--- src/hvsl_params.svh ---
// Offsets, field positions, reset values and sizes for the serial output latch.
`ifndef HVSL_PARAMS_SVH
`define HVSL_PARAMS_SVH
`define HVSL_WORD_W 24
`define HVSL_OUT_W 21
`define HVSL_CNT_W 5
`define HVSL_BITS_PER_WORD 5'h18
`define HVSL_CNT_MAX 5'h1F
`define HVSL_SELECT_BIT 0
`define HVSL_OUTPUT_SELECT_BITS_LSB 1
`define HVSL_OUTPUT_SELECT_BITS_MSB 21
`define HVSL_VSEL_LSB 1
`define HVSL_VSEL_MSB 3
`define HVSL_CAP_LSB 4
`define HVSL_CAP_MSB 5
`define HVSL_SSOFF_BIT 6
`define HVSL_SYNC_BIT 7
`define HVSL_CAPDIS_BIT 8
`define HVSL_ADR_W 4
`define HVSL_ADR_CTRL 2'h0
`define HVSL_ADR_CFG 2'h1
`define HVSL_ADR_DATA 2'h2
`define HVSL_ADR_STAT 2'h3
`define HVSL_CTRL_ALLOW_BIT 0
`define HVSL_CTRL_RESET 1'h1
`define HVSL_STAT_ERR_BIT 0
`define HVSL_STAT_CNT_LSB 8
`define HVSL_WORD_RESET 24'h00_0000
`define HVSL_SYNC_RESET 4'h4
`define HVSL_LE_IDLE 1'b1
`define HVSL_OUT_RESET 21'h00_0000
`endif

--- src/hvsl_pkg.sv ---
// Types shared by the serial output latch.
package hvsl_pkg;
    typedef logic [23:0] hvsl_word_type;
    typedef logic [20:0] hvsl_out_type;
    typedef logic [4:0] hvsl_cnt_type;
endpackage

--- src/hvsl_serial_latch.sv ---
// Serial shift-and-latch front end with a Wishbone register window.
`timescale 1ns/1ps
`include "hvsl_params.svh"

// Operation
// - Data changes while clock low; device samples on clock rise.
// - Strobe rise copies the shifted word into its register.
// - Gate asserted with the control allow bit set drives selected outputs high, others low.
// - Gate deasserted forces every output-select bit low; configuration outputs keep their values.
// - Boost target comes from the three-bit voltage select field.
// - Word bit 0 routes to configuration (0) or data (1).
// - Data bits 21..1 select outputs; bits 23..22 read zero.
module hvsl_serial_latch (
    input wire logic i_sys_clk,
    input wire logic i_resetn,
    input wire logic i_link_clk,
    input wire logic i_link_din,
    input wire logic i_latch_strobe,
    input wire logic i_output_gate,
    input wire logic i_wb_cyc,
    input wire logic i_wb_stb,
    input wire logic i_wb_we,
    input wire logic [`HVSL_ADR_W-1:0] i_wb_adr,
    input wire logic [3:0] i_wb_sel,
    input wire logic [31:0] i_wb_dat,
    output logic [31:0] o_wb_dat,
    output logic o_wb_ack,
    output logic [`HVSL_OUT_W-1:0] o_output_select_bits,
    output logic [2:0] o_boost_vsel,
    output logic [1:0] o_current_cap_field,
    output logic o_current_cap_disable,
    output logic o_sync_enable,
    output logic o_soft_start_off
);

    // ---------------------------------------------------------------
    // Pin synchronisers
    // ---------------------------------------------------------------
    // All four pins share one two-stage path so their edges stay aligned.
    logic [3:0] sync1_r;
    logic [3:0] sync2_r;
    logic [3:0] sync1_nxt;
    logic [3:0] sync2_nxt;
    logic sclk_d_r;
    logic le_d_r;
    logic sclk_d_nxt;
    logic le_d_nxt;
    logic sclk_s;
    logic din_s;
    logic le_s;
    logic gate_s;
    logic sclk_rise;
    logic le_rise;
    logic le_fall;

    always_comb begin
        sync1_nxt = {i_output_gate, i_latch_strobe, i_link_din, i_link_clk};
        sync2_nxt = sync1_r;
        sclk_d_nxt = sync2_r[0];
        le_d_nxt = sync2_r[2];
    end

    // The strobe idles high, so its stages reset high: a low reset value would
    // fake a strobe rise just after reset and flag a bad frame that never was.
    always_ff @(posedge i_sys_clk or negedge i_resetn) begin
        if (!i_resetn) begin
            sync1_r <= `HVSL_SYNC_RESET;
            sync2_r <= `HVSL_SYNC_RESET;
            sclk_d_r <= 1'b0;
            le_d_r <= `HVSL_LE_IDLE;
        end else begin
            sync1_r <= sync1_nxt;
            sync2_r <= sync2_nxt;
            sclk_d_r <= sclk_d_nxt;
            le_d_r <= le_d_nxt;
        end
    end

    assign sclk_s = sync2_r[0];
    assign din_s = sync2_r[1];
    assign le_s = sync2_r[2];
    assign gate_s = sync2_r[3];
    assign sclk_rise = sclk_s & ~sclk_d_r;
    assign le_rise = le_s & ~le_d_r;
    assign le_fall = ~le_s & le_d_r;

    // ---------------------------------------------------------------
    // Shift path and latches
    // ---------------------------------------------------------------
    hvsl_pkg::hvsl_word_type shift_r;
    hvsl_pkg::hvsl_word_type shift_nxt;
    hvsl_pkg::hvsl_word_type cfg_r;
    hvsl_pkg::hvsl_word_type cfg_nxt;
    hvsl_pkg::hvsl_out_type dat_r;
    hvsl_pkg::hvsl_out_type dat_nxt;
    hvsl_pkg::hvsl_cnt_type cnt_r;
    hvsl_pkg::hvsl_cnt_type cnt_nxt;
    hvsl_pkg::hvsl_cnt_type last_cnt_r;
    hvsl_pkg::hvsl_cnt_type last_cnt_nxt;

    always_comb begin
        shift_nxt = shift_r;
        cnt_nxt = cnt_r;
        cfg_nxt = cfg_r;
        dat_nxt = dat_r;
        last_cnt_nxt = last_cnt_r;
        if (le_fall) begin
            cnt_nxt = '0;
        end
        if (!le_s && sclk_rise) begin
            shift_nxt = {shift_r[`HVSL_WORD_W-2:0], din_s};
            if (cnt_r != `HVSL_CNT_MAX) begin
                cnt_nxt = cnt_r + 5'h01;
            end
        end
        // A short or long frame still latches the last 24 bits shifted.
        if (le_rise) begin
            last_cnt_nxt = cnt_r;
            if (shift_r[`HVSL_SELECT_BIT]) begin
                dat_nxt = shift_r[`HVSL_OUTPUT_SELECT_BITS_MSB:`HVSL_OUTPUT_SELECT_BITS_LSB];
            end else begin
                cfg_nxt = shift_r;
            end
        end
    end

    always_ff @(posedge i_sys_clk or negedge i_resetn) begin
        if (!i_resetn) begin
            shift_r <= `HVSL_WORD_RESET;
            cnt_r <= '0;
            cfg_r <= `HVSL_WORD_RESET;
            dat_r <= `HVSL_OUT_RESET;
            last_cnt_r <= '0;
        end else begin
            shift_r <= shift_nxt;
            cnt_r <= cnt_nxt;
            cfg_r <= cfg_nxt;
            dat_r <= dat_nxt;
            last_cnt_r <= last_cnt_nxt;
        end
    end

    // ---------------------------------------------------------------
    // Output drive
    // ---------------------------------------------------------------
    logic allow_r;
    hvsl_pkg::hvsl_out_type out_nxt;
    logic [2:0] vsel_nxt;

    always_comb begin
        out_nxt = `HVSL_OUT_RESET;
        if (gate_s && allow_r) begin
            out_nxt = dat_r;
        end
        vsel_nxt = cfg_r[`HVSL_VSEL_MSB:`HVSL_VSEL_LSB];
    end

    always_ff @(posedge i_sys_clk or negedge i_resetn) begin
        if (!i_resetn) begin
            o_output_select_bits <= `HVSL_OUT_RESET;
            o_boost_vsel <= 3'h0;
            o_current_cap_field <= 2'h0;
            o_current_cap_disable <= 1'b0;
            o_sync_enable <= 1'b0;
            o_soft_start_off <= 1'b0;
        end else begin
            o_output_select_bits <= out_nxt;
            o_boost_vsel <= vsel_nxt;
            o_current_cap_field <= cfg_r[`HVSL_CAP_MSB:`HVSL_CAP_LSB];
            o_current_cap_disable <= cfg_r[`HVSL_CAPDIS_BIT];
            o_sync_enable <= cfg_r[`HVSL_SYNC_BIT];
            o_soft_start_off <= cfg_r[`HVSL_SSOFF_BIT];
        end
    end

    // ---------------------------------------------------------------
    // Wishbone register window
    // ---------------------------------------------------------------
    // Every access, mapped or not, gets one ack; unmapped reads return zero.
    logic err_r;
    logic err_nxt;
    logic allow_nxt;
    logic ack_nxt;
    logic [31:0] rdat_nxt;
    logic wb_req;
    logic [1:0] wb_idx;

    assign wb_req = i_wb_cyc & i_wb_stb & ~o_wb_ack;
    assign wb_idx = i_wb_adr[3:2];

    always_comb begin
        allow_nxt = allow_r;
        err_nxt = err_r;
        ack_nxt = wb_req;
        rdat_nxt = 32'h0000_0000;
        if (wb_req && i_wb_we && i_wb_sel[0]) begin
            if (wb_idx == `HVSL_ADR_CTRL) begin
                allow_nxt = i_wb_dat[`HVSL_CTRL_ALLOW_BIT];
            end
            if (wb_idx == `HVSL_ADR_STAT && i_wb_dat[`HVSL_STAT_ERR_BIT]) begin
                err_nxt = 1'b0;
            end
        end
        // Setting beats clearing so a bad frame is never lost.
        if (le_rise && cnt_r != `HVSL_BITS_PER_WORD) begin
            err_nxt = 1'b1;
        end
        if (wb_req && !i_wb_we) begin
            case (wb_idx)
                `HVSL_ADR_CTRL: rdat_nxt[`HVSL_CTRL_ALLOW_BIT] = allow_r;
                `HVSL_ADR_CFG: rdat_nxt[`HVSL_WORD_W-1:0] = cfg_r;
                `HVSL_ADR_DATA: begin
                    rdat_nxt[`HVSL_OUTPUT_SELECT_BITS_MSB:`HVSL_OUTPUT_SELECT_BITS_LSB] = dat_r;
                    rdat_nxt[`HVSL_SELECT_BIT] = 1'b1;
                end
                `HVSL_ADR_STAT: begin
                    rdat_nxt[`HVSL_STAT_ERR_BIT] = err_r;
                    rdat_nxt[`HVSL_STAT_CNT_LSB+:`HVSL_CNT_W] = last_cnt_r;
                end
                default: rdat_nxt = 32'h0000_0000;
            endcase
        end
    end

    always_ff @(posedge i_sys_clk or negedge i_resetn) begin
        if (!i_resetn) begin
            allow_r <= `HVSL_CTRL_RESET;
            err_r <= 1'b0;
            o_wb_ack <= 1'b0;
            o_wb_dat <= 32'h0000_0000;
        end else begin
            allow_r <= allow_nxt;
            err_r <= err_nxt;
            o_wb_ack <= ack_nxt;
            o_wb_dat <= rdat_nxt;
        end
    end

    // ---------------------------------------------------------------
    // Assertions
    // ---------------------------------------------------------------
    AST_SAMPLE_ON_RISE: assert property (
        @(posedge i_sys_clk) disable iff (!i_resetn)
        (sclk_rise && !le_s) |=> (shift_r[0] == $past(din_s)))
        else $error("Data bit not sampled on clock rise.");

    AST_LATCH_DATA: assert property (
        @(posedge i_sys_clk) disable iff (!i_resetn)
        (le_rise && shift_r[0]) |=> (dat_r == $past(shift_r[21:1])))
        else $error("Data word not latched on strobe rise.");

    AST_ROUTE_CFG: assert property (
        @(posedge i_sys_clk) disable iff (!i_resetn)
        (le_rise && !shift_r[0]) |=> (cfg_r == $past(shift_r)) && $stable(dat_r))
        else $error("Configuration word misrouted.");

    AST_HOLD_WHILE_SHIFT: assert property (
        @(posedge i_sys_clk) disable iff (!i_resetn)
        !le_rise |=> ($stable(dat_r) && $stable(cfg_r)))
        else $error("Latched state changed without strobe rise.");

    AST_DRIVE_SELECTED: assert property (
        @(posedge i_sys_clk) disable iff (!i_resetn)
        (gate_s && allow_r) |=> (o_output_select_bits == $past(dat_r)))
        else $error("Selected outputs not driven.");

    AST_GATE_OFF_LOW: assert property (
        @(posedge i_sys_clk) disable iff (!i_resetn)
        !gate_s |=> (o_output_select_bits == 21'h00_0000))
        else $error("Outputs not grounded with gate off.");

    AST_VSEL_FOLLOWS: assert property (
        @(posedge i_sys_clk) disable iff (!i_resetn)
        (le_rise && !shift_r[0]) |=> ##1 (o_boost_vsel == $past(shift_r[3:1], 2)))
        else $error("Voltage select does not follow configuration.");

    AST_UNUSED_ZERO: assert property (
        @(posedge i_sys_clk) disable iff (!i_resetn)
        (wb_req && !i_wb_we && wb_idx == `HVSL_ADR_DATA) |=> (o_wb_dat[31:22] == 10'h000))
        else $error("Unused data bits read nonzero.");

    AST_ACK_ONE_CYCLE: assert property (
        @(posedge i_sys_clk) disable iff (!i_resetn)
        o_wb_ack |=> !o_wb_ack)
        else $error("Bus ack held longer than one cycle.");

    AST_BAD_FRAME_FLAG: assert property (
        @(posedge i_sys_clk) disable iff (!i_resetn)
        (le_rise && cnt_r != `HVSL_BITS_PER_WORD) |=> err_r)
        else $error("Wrong-length frame not flagged.");

endmodule

--- config.mk ---
export PLATFORM = sky130hd
export DESIGN_NAME = hvsl_serial_latch
export DESIGN_NICKNAME = d
export VERILOG_FILES = /design/src/hvsl_pkg.sv /design/src/hvsl_serial_latch.sv
export VERILOG_INCLUDE_DIRS = /design/src
export SDC_FILE = /design/constraint.sdc
export NUM_CORES = 1
export LEC_CHECK = 0
export BUFFER_PORTS_ARGS = -buffer_cell sky130_fd_sc_hd__buf_2
export CORE_MARGIN = 2
export CORE_UTILIZATION = 40
export CTS_CLUSTER_SIZE = 16
export DETAILED_ROUTE_END_ITERATION = 12
export GPL_ROUTABILITY_DRIVEN = 0
export SLEW_MARGIN = 25
export SYNTH_ARGS = -nofsm -noshare
export SYNTH_HDL_FRONTEND = slang
export SYNTH_SLANG_ARGS = --single-unit
--- constraint.sdc ---
create_clock -name i_sys_clk -period 3.3 [get_ports i_sys_clk]
set_input_delay 0.66 -clock i_sys_clk [delete_from_list [all_inputs] [get_ports i_sys_clk]]
set_output_delay 0.66 -clock i_sys_clk [all_outputs]
set_load 0.05 [all_outputs]
; After elaboration in Yosys (flattened, before gate mapping)
; Cells that the tools add are included.
[totals]
output_inout_bits = 62
inputBits = 49
word_cells = 64
ff_bits = 152
[op_classes]
n_mux = 13
reduce_logical = 16
add_sub_neg = 1
bitwise = 10
n_eq_ne = 5
[op_table]
columns = cell, count
row1 = two-way mux 24 bit, 1
row2 = two-way mux 21 bit, 1
row3 = one-hot mux 9 bit (2 select lines), 1
row4 = two-way mux 5 bit, 3
row5 = one-hot mux 5 bit (3 select lines), 1
row6 = one-hot mux 7 bit (2 select lines), 1
row7 = inequality test 5 bit (second input constant), 2
row8 = AND reduction 2 bit, 4
row9 = logical AND 1 bit, 7
row10 = adder 5 x 1 -> 5 bit (second input constant), 1
row11 = bitwise AND 1 bit, 5
row12 = inverter 1 bit, 5
row13 = == test 2 bit (second input constant), 2
row14 = one-hot mux 1 bit (4 select lines), 1
row15 = nonzero test 2 bit, 2
row16 = two-way mux 1 bit, 3
row17 = == test 2 x 1 -> 1 bit (second input constant), 1
row18 = logical NOT 1 bit, 2
row19 = logical NOT 2 bit, 1
row20 = two-way mux 2 bit, 1

; Logic depth before layout (Yosys ltp)
; Gate-level depths: netlist of run 1.
[logic_depth]
ltp_word = 6
mapped_depth = 7
mapped_depth_nobuf = 6

; Worst setup path after synthesis of run 1
; No wires, ideal clock.
[synth_timing]
path_type = register to register
from = reg cnt_r[0]
to = reg cnt_r[3]
required_time_ns = 3.232
path_slack_ns = 1.253
setup_time_ns = 0.068
period_less_slack_ns = 2.047
path_stages_with_launch = 8
path_buffers = 1
arrival_time_ns = 1.978
cell_sequence = dfrtp_1 ha_1 and3_1 ha_1 or4b_1 clkbuf_2 or3_1 nand3_1
[synth_between]
elab_chain_len = 3
elab_cells_between_ends = 4
cone_classes = add/sub: 1 / eq/ne: 1 / mux: 2
[synth_rtl]
columns = item, line_no
row1 = "start, declared", hvsl_serial_latch.sv:96  ; hvsl_pkg::hvsl_cnt_type cnt_r;
row2 = "start signal, assigned", hvsl_serial_latch.sv:136  ; cnt_r <= cnt_nxt;
row3 = adder 5 x 1 -> 5 bit / inequality test 5 bit (equally long branches), --
row4 = two-way mux 5 bit *, hvsl_serial_latch.sv:112  ; if (cnt_r != `HVSL_CNT_MAX) begin
row5 = two-way mux 5 bit *, hvsl_serial_latch.sv:110  ; if (!le_s && sclk_rise) begin
row6 = net cnt_nxt[3], hvsl_serial_latch.sv:97  ; hvsl_pkg::hvsl_cnt_type cnt_nxt;
; The timed path passes the listed nets; every way through them passes the cells marked *.
; A chain may end at the register's enable or synchronous reset.

; Final worst setup path of run 1
; Same ends and word-level chain as after synthesis.

==> results of run 1 <==
## worst register-to-register path, cell delays in order, from the launching register on
cell and delay [ps]:
dfrtp_1 410, ha_1 240, and3_1 190, ha_1 180
or4b_1 600, or3_1 390, nand3_1 80
## final timing paths
path / start / to / slack, ps / depth (start not counted)
max in group asynchronous: i_resetn / o_wb_dat[9]$_DFF_PN0_ / 2200 / 2
min in group i_sys_clk: i_latch_strobe / sync1_r[2]$_DFF_PN1_ / 340 / 1
hold reg to reg: sync1_r[1]$_DFF_PN0_ / sync2_r[1]$_DFF_PN0_ / 350 / 0
hold / removal: i_resetn / o_wb_dat[16]$_DFF_PN0_ / 290 / 1
setup / recovery: cnt_r[0]$_DFF_PN0_ / cnt_r[3]$_DFF_PN0_ / 1140 / 6
setup reg to reg: cnt_r[0]$_DFF_PN0_ / cnt_r[3]$_DFF_PN0_ / 1140 / 6
## cell type report
class,count,share of cell area (%)
Multi-Input combinational cell,194,24.7
Tap cell,176,3.45
Clock inverter,5,0.823
Sequential cell,144,56.5
Inverter,5,0.294
Clock buffer,26,7.98
Timing Repair Buffer,72,6.18
## routing by layer
layer  part of all wire [%]  up-vias
li1                       -     1397
met1                     45     1547
met2                     49       70
met3                    4.5       14
met4                    2.2        0
met5                      0        -
## metrics by stage
stage	hold WS, ps	worst slack, ps	std cells	utilization, %
2_1_floorplan	331	1250	368	-
3_3_place_gp	336	1120	591	44.5
3_5_place_dp	339	1060	591	44.5
4_1_cts	320	1100	622	48.8
5_1_grt	324	1010	622	48.8
6_report	288	1140	622	48.8
## power groups by stage
stage	Clock [W]	Sequential, W	Combinational (W)
after detailed placement	0	0.00214	0.000534
after global routing	0.00191	0.00215	0.000566
after global placement	0	0.00214	0.000525
after CTS	0.00184	0.00212	0.000536
final	0.00179	0.00212	0.000528
after floorplan	0	0.00226	0.000242
## cells by family after synthesis
logic type      Yosys count  share of synthesized area [%]
xor+xnor                  1                          0.165
flops                   144                           68.0
simple gates             76                           7.78
buf+inv                  30                           2.83
other cells               1                         0.0707
fa+ha+maj                 8                           1.89
compound gates           29                           3.96
mux                      72                           15.3
## registers in the layout, indices dropped and copies added (netlist names), 2 cells and up
| register | flops |
|---|---|
| sync2_r | 4 |
| last_cnt_r | 5 |
| shift_r | 24 |
| sync1_r | 4 |
| o_wb_dat | 24 |
| o_current_cap_field | 2 |
| o_output_select_bits | 21 |
| cnt_r | 5 |
| dat_r | 21 |
| o_boost_vsel | 3 |
| cfg_r | 23 |
## Yosys cell counts, types with 2 or more instances
| master | number |
|---|---|
| nor2_1 | 22 |
| nand4_1 | 2 |
| nand2b_1 | 2 |
| buf_2 | 5 |
| ha_1 | 8 |
| nand3_1 | 8 |
| dfrtp_1 | 140 |
| dfstp_2 | 4 |
| a22oi_1 | 16 |
| nand3b_1 | 3 |
| or3_1 | 2 |
| clkbuf_1 | 10 |
| inv_1 | 5 |
| o21ai_0 | 7 |
| a222oi_1 | 5 |
| buf_4 | 8 |
| nand2_1 | 7 |
| and3_1 | 24 |
| mux2_2 | 72 |
==> impl_summary.txt, run 1 <==
----------------------------------------------------
[Routing]
  DRT iter0 DRCs ... 150
  Overall via count from detail_route ... 3028
  Vias per Instance ... 4.87
  Aggregate routed wire length ... 9.66 mm
  Average wire per standard cell ... 15.5 um
  Remaining DRCs ... 0
  Number of search-and-repair iterations in the first detailed-routing pass ... 4
  Post-DRT Antenna Nets ... 0

[Timing]
  Unrepaired setup endpoints after global routing ... no
  Slew Limit Headroom ... 41.3%
  Worst setup skew after layout ... 7.04 ps
  Transition time of the tightest slew-check pin ... 878 ps
  Number of setup violations in the final report ... 0
  Post-layout minimum cycle time ... 2160 ps
  Highest clock frequency the design can meet ... 463 MHz
  Number of slew-limit violations in the final report ... 0
  Period utilization ... 65.4%
  Number of hold violations in the final report ... 0
  Total negative slack for setup checks ... 0 ps

[Outcome]
  Status ... finished clean

[Global route]
  Overflow after GRT ... 0
  Vias in the first global route ... 3131
  Global-route wire length before repair ... 15.9 mm
  Global routing usage summed across all routing layers ... 14.8%
  Global-route track usage on met2 ... 23.2%
  Most crowded layer after global routing ... met2
  Met3 track demand over resource ... 4.89%
  Global-route track usage on met1 ... 18.6%
  Antenna violations before repair ... 0
  Largest net degree at the start of global routing ... 85

[Place]
  Placed cell areas ... 5820 um^2
  I/O Buffers ... 66
  Post-DP HPWL ... 6.05 mm

[Final layout]
  Proportion of layout cells with a drive suffix above 1 ... 39.7%
  Number of fillers in the final layout ... 1168
  Most common cell after layout, fill and taps aside ... dfrtp_1
  Number of antenna repair diodes ... 0
  Area overhead of the layout relative to synthesis ... 20.3%
  Commonest non-fill, non-tap cells in the layout ... 140 x dfrtp_1, 72 x mux2_2, 65 x buf_2, 24 x and3_1, 22 x nor2_1
  Area taken by multi-input logic gates ... 1580 um^2
  Count of nets after finishing ... 491
  Design area ... 6380 um^2
  Area of all sequential standard cells ... 3610 um^2

[Worst setup path]
  Kind of start point of the critical path ... register
  Crit path arrival time ... 2510 ps
  Cell family with most CP delay ... simple AND/OR/NAND/NOR gates
  WP data required ... 3650 ps
  Most used cell, CP ... ha_1
  Crit path max fanout ... 8
  Critical path's slowest cell ... or4b_1
  Buffers & Inverters on Critical Path ... 0
  Capturing element type of the critical path ... register
  Sequence of cells on the critical path ... ha_1 > and3_1 > ha_1 > or4b_1 > or3_1 > nand3_1
  Critical path's largest stage delay ... 600 ps
  Type of the setup path with the least slack ... register to register

[Pwr]
  Sequential group share of total power ... 47.7%
  Switch share ... 26.0%
  Maximum vdd ir drop ... 0.000333 V
  Power per Cell Area ... 695 nW/um^2
  Total internal power ... 0.00328 W
  Relative contribution of the clock network to total power ... 40.4%
  Post-layout power ... 0.00443 W
  Power dissipated by switching net loads ... 0.00115 W
  Leakage component of the power ... 3.32 nW
  Combinational share of power ... 11.9%

[Yosys]
  Average cell area after synthesis ... 14.7 um^2
  Sequential fraction of the synthesis area ... 68.0%
  Top cell type by total area after synthesis ... dfrtp_1
  Count of mapped cells out of synthesis ... 361
  Portion of synthesized cell area occupied by the leading cell type ... 66.0%
  Library cells used by synthesis ... 30
  Fraction of synthesis flops using an asynchronous set or reset pin ... 100%
  EDFF count, synth ... 0
  Dominant register cell in the synthesized netlist ... dfrtp_1
  Flip-flop and latch count after synthesis ... 144
  Cell area after technology mapping ... 5310 um^2
  Main area contributors after synthesis ... dfrtp_1 66%, mux2_2 15%, and3_1 2.8%
  Number of warning messages in the yosys log ... 0

[Floorplanning]
  Total die area ... 14200 um^2
  Core Footprint ... 13100 um^2
  Io pins ... 111
  Initial core utilization ... 40.5%
  Die H ... 119 um
  Die Width ... 119 um
  Site Rows ... 42

[CTS]
  Clock slew at reported path FFs ... 60 ps
  TritonCTS sink count ... 144
  Post-cts gate resize count ... 0
  Clock latency of the later-clocked register in the worst-skew pair ... 420 ps
  TritonCTS clock tree ... yes
  Number of buffers inserted by hold repair at cts ... 0
  H-tree depth ... 4
  Total CTS buffers ... 17
  Max clock buf depth ... 2
  Post-CTS setup-driven buffer insertion count ... 0
  Clk root buf ... clkbuf_16

[Flow run]
  Number of maximum-capacitance constraint violations ... 0

[Min path]
  Worst hold-check path type ... input port to asynchronous set/reset pin

----------------------------------------------------
Note: power is estimated with default switching activity, not from simulation.
==> run 2, diff against run 1 <==
==> constraint.sdc (replaced) <==
create_clock -name i_sys_clk -period 2.25 [get_ports i_sys_clk]
set_input_delay 0.45 -clock i_sys_clk [delete_from_list [all_inputs] [get_ports i_sys_clk]]
set_output_delay 0.45 -clock i_sys_clk [all_outputs]
set_load 0.05 [all_outputs]
==> run 2 against run 1 <==
  * Clock skew down 1.5 ps
  * Non-clock buffer count grew 5
  * Final cell count rose by 0.80%
  * Clock-buffer cell count did not move
  * Utilization up 0.75 points
  * Die area is the same
  * Sequential share of layout area fell by 0.85 points
  * Power grew 50%
  * Sequential power grew 46%
  * Register-to-register slack lost 920 ps
  * Final area rose by 1.5%
  * Critical endpoint unchanged
  * Largest cell class unchanged
  * Largest power group unchanged
==> impl_summary.txt, run 2 (synthesized netlist as in run 1, its figures left out) <==
----------------------------------------------------
[CTS]
  Clock latency of the later-clocked register in the worst-skew pair ... 410 ps
  Post-CTS setup-driven buffer insertion count ... 0
  Post-cts gate resize count ... 0
  TritonCTS clock tree ... yes
  TritonCTS sink count ... 144
  Max clock buf depth ... 2
  Number of buffers inserted by hold repair at cts ... 1
  Clock slew at reported path FFs ... 60 ps
  Total CTS buffers ... 17
  H-tree depth ... 4
  Clk root buf ... clkbuf_16

[Outcome]
  Status ... finished clean

[Final layout]
  Most common cell after layout, fill and taps aside ... dfrtp_1
  Count of nets after finishing ... 496
  Number of fillers in the final layout ... 1131
  Commonest non-fill, non-tap cells in the layout ... 140 x dfrtp_1, 72 x mux2_2, 65 x buf_2, 24 x and3_1, 22 x nor2_1
  Number of antenna repair diodes ... 0
  Leading registers by flop count ... o_wb_dat (24), shift_r (24), cfg_r (23)
  Design area ... 6480 um^2
  Proportion of layout cells with a drive suffix above 1 ... 40.4%
  Area overhead of the layout relative to synthesis ... 22.1%

[Worst setup path]
  Kind of start point of the critical path ... register
  Cell family with most CP delay ... simple AND/OR/NAND/NOR gates
  WP data required ... 2600 ps
  Most used cell, CP ... ha_1
  Crit path arrival time ... 2380 ps
  Type of the setup path with the least slack ... register to register
  Critical path's slowest cell ... or4b_1
  Buffers & Inverters on Critical Path ... 0
  Capturing element type of the critical path ... register
  Crit path max fanout ... 5
  Sequence of cells on the critical path ... ha_1 > and3_1 > ha_1 > or4b_1 > or3_1 > nand3_1
  Critical path's largest stage delay ... 480 ps

[Timing]
  Number of hold violations in the final report ... 0
  Period utilization ... 90.4%
  Number of slew-limit violations in the final report ... 0
  Slew Limit Headroom ... 52.6%
  Total negative slack for setup checks ... 0 ps
  Highest clock frequency the design can meet ... 492 MHz
  Transition time of the tightest slew-check pin ... 710 ps
  Worst setup skew after layout ... 5.53 ps
  Post-layout minimum cycle time ... 2030 ps
  Number of setup violations in the final report ... 0
  Unrepaired setup endpoints after global routing ... no

[Flow run]
  Number of maximum-capacitance constraint violations ... 0

[Global route]
  Overflow after GRT ... 0
  Vias in the first global route ... 3168
  Antenna violations before repair ... 0
  Largest net degree at the start of global routing ... 61
  Global-route wire length before repair ... 16.4 mm
  Global routing usage summed across all routing layers ... 15.2%

[Routing]
  Aggregate routed wire length ... 9.73 mm
  Number of search-and-repair iterations in the first detailed-routing pass ... 4
  Overall via count from detail_route ... 3071
  DRT iter0 DRCs ... 229
  Remaining DRCs ... 0
  Average wire per standard cell ... 15.5 um
  Vias per Instance ... 4.90
  Post-DRT Antenna Nets ... 0

[Min path]
  Worst hold-check path type ... input port to register

[Floorplanning]
  Core Footprint ... 13100 um^2
  Die Width ... 119 um
  Die H ... 119 um
  Io pins ... 111
  Total die area ... 14200 um^2
  Site Rows ... 42
  Initial core utilization ... 40.5%

[Pwr]
  Power per Cell Area ... 1030 nW/um^2
  Maximum vdd ir drop ... 0.000472 V
  Leakage component of the power ... 3.37 nW

[Place]
  Post-DP HPWL ... 6.24 mm
  Placed cell areas ... 5880 um^2
  I/O Buffers ... 66

----------------------------------------------------
run 2: worst paths after layout:
path | startpoint | endpoint | slack (ps) | depth (start not counted)
worst max-delay path | cnt_r[0]$_DFF_PN0_ | cnt_r[3]$_DFF_PN0_ | 220 | 6
max in group asynchronous | i_resetn | allow_r$_DFFE_PN1P_ | 1130 | 3
worst min register to register | sync1_r[0]$_DFF_PN0_ | sync2_r[0]$_DFF_PN0_ | 350 | 0
worst min-delay path | i_latch_strobe | sync1_r[2]$_DFF_PN1_ | 130 | 1
min in group asynchronous | i_resetn | o_output_select_bits[15]$_DFF_PN0_ | 500 | 2
worst max register to register | cnt_r[0]$_DFF_PN0_ | cnt_r[3]$_DFF_PN0_ | 220 | 6
run 2: routing by layer:
metal / wire, um / GRT usage [%] / vias up
met4: 163 / 6.18 / 0
met2: 4840 / 23.9 / 71
li1: - / - / 1411
met1: 4290 / 19.3 / 1575
met3: 440 / 5.08 / 14
met5: 0 / 0 / -
run 2: final cells by class:
| class | instances | area [um^2] | share of cell area (%) |
|---|---|---|---|
| clock inverters | 5 | 75.1 | 1.16 |
| inverters | 5 | 18.8 | 0.290 |
| clock buffers | 26 | 519 | 8.01 |
| well taps | 176 | 220 | 3.40 |
| flip-flops and latches | 144 | 3610 | 55.7 |
| repair buffers | 77 | 459 | 7.09 |
| multi-input cells | 194 | 1580 | 24.4 |
run 2: power by group:
| group | switching, W | total [W] | leakage [nW] | internal [W] |
|---|---|---|---|---|
| combinational | 0.000500 | 0.000787 | 1.14 | 0.000287 |
| clock | 0.000959 | 0.00276 | 0.296 | 0.00180 |
| sequential | 0.000219 | 0.00310 | 1.93 | 0.00288 |
run 2: per-stage QoR:
step	utilization, %	power (W)	setup slack (ps)	hold slack [ps]	cells
2_1_floorplan	-	0.00367	203	154	368
3_3_place_gp	44.9	0.00392	265	336	595
3_5_place_dp	44.9	0.00394	220	336	595
4_1_cts	49.5	0.00674	208	106	627
5_1_grt	49.5	0.00695	149	112	627
6_report	49.5	0.00665	216	132	627
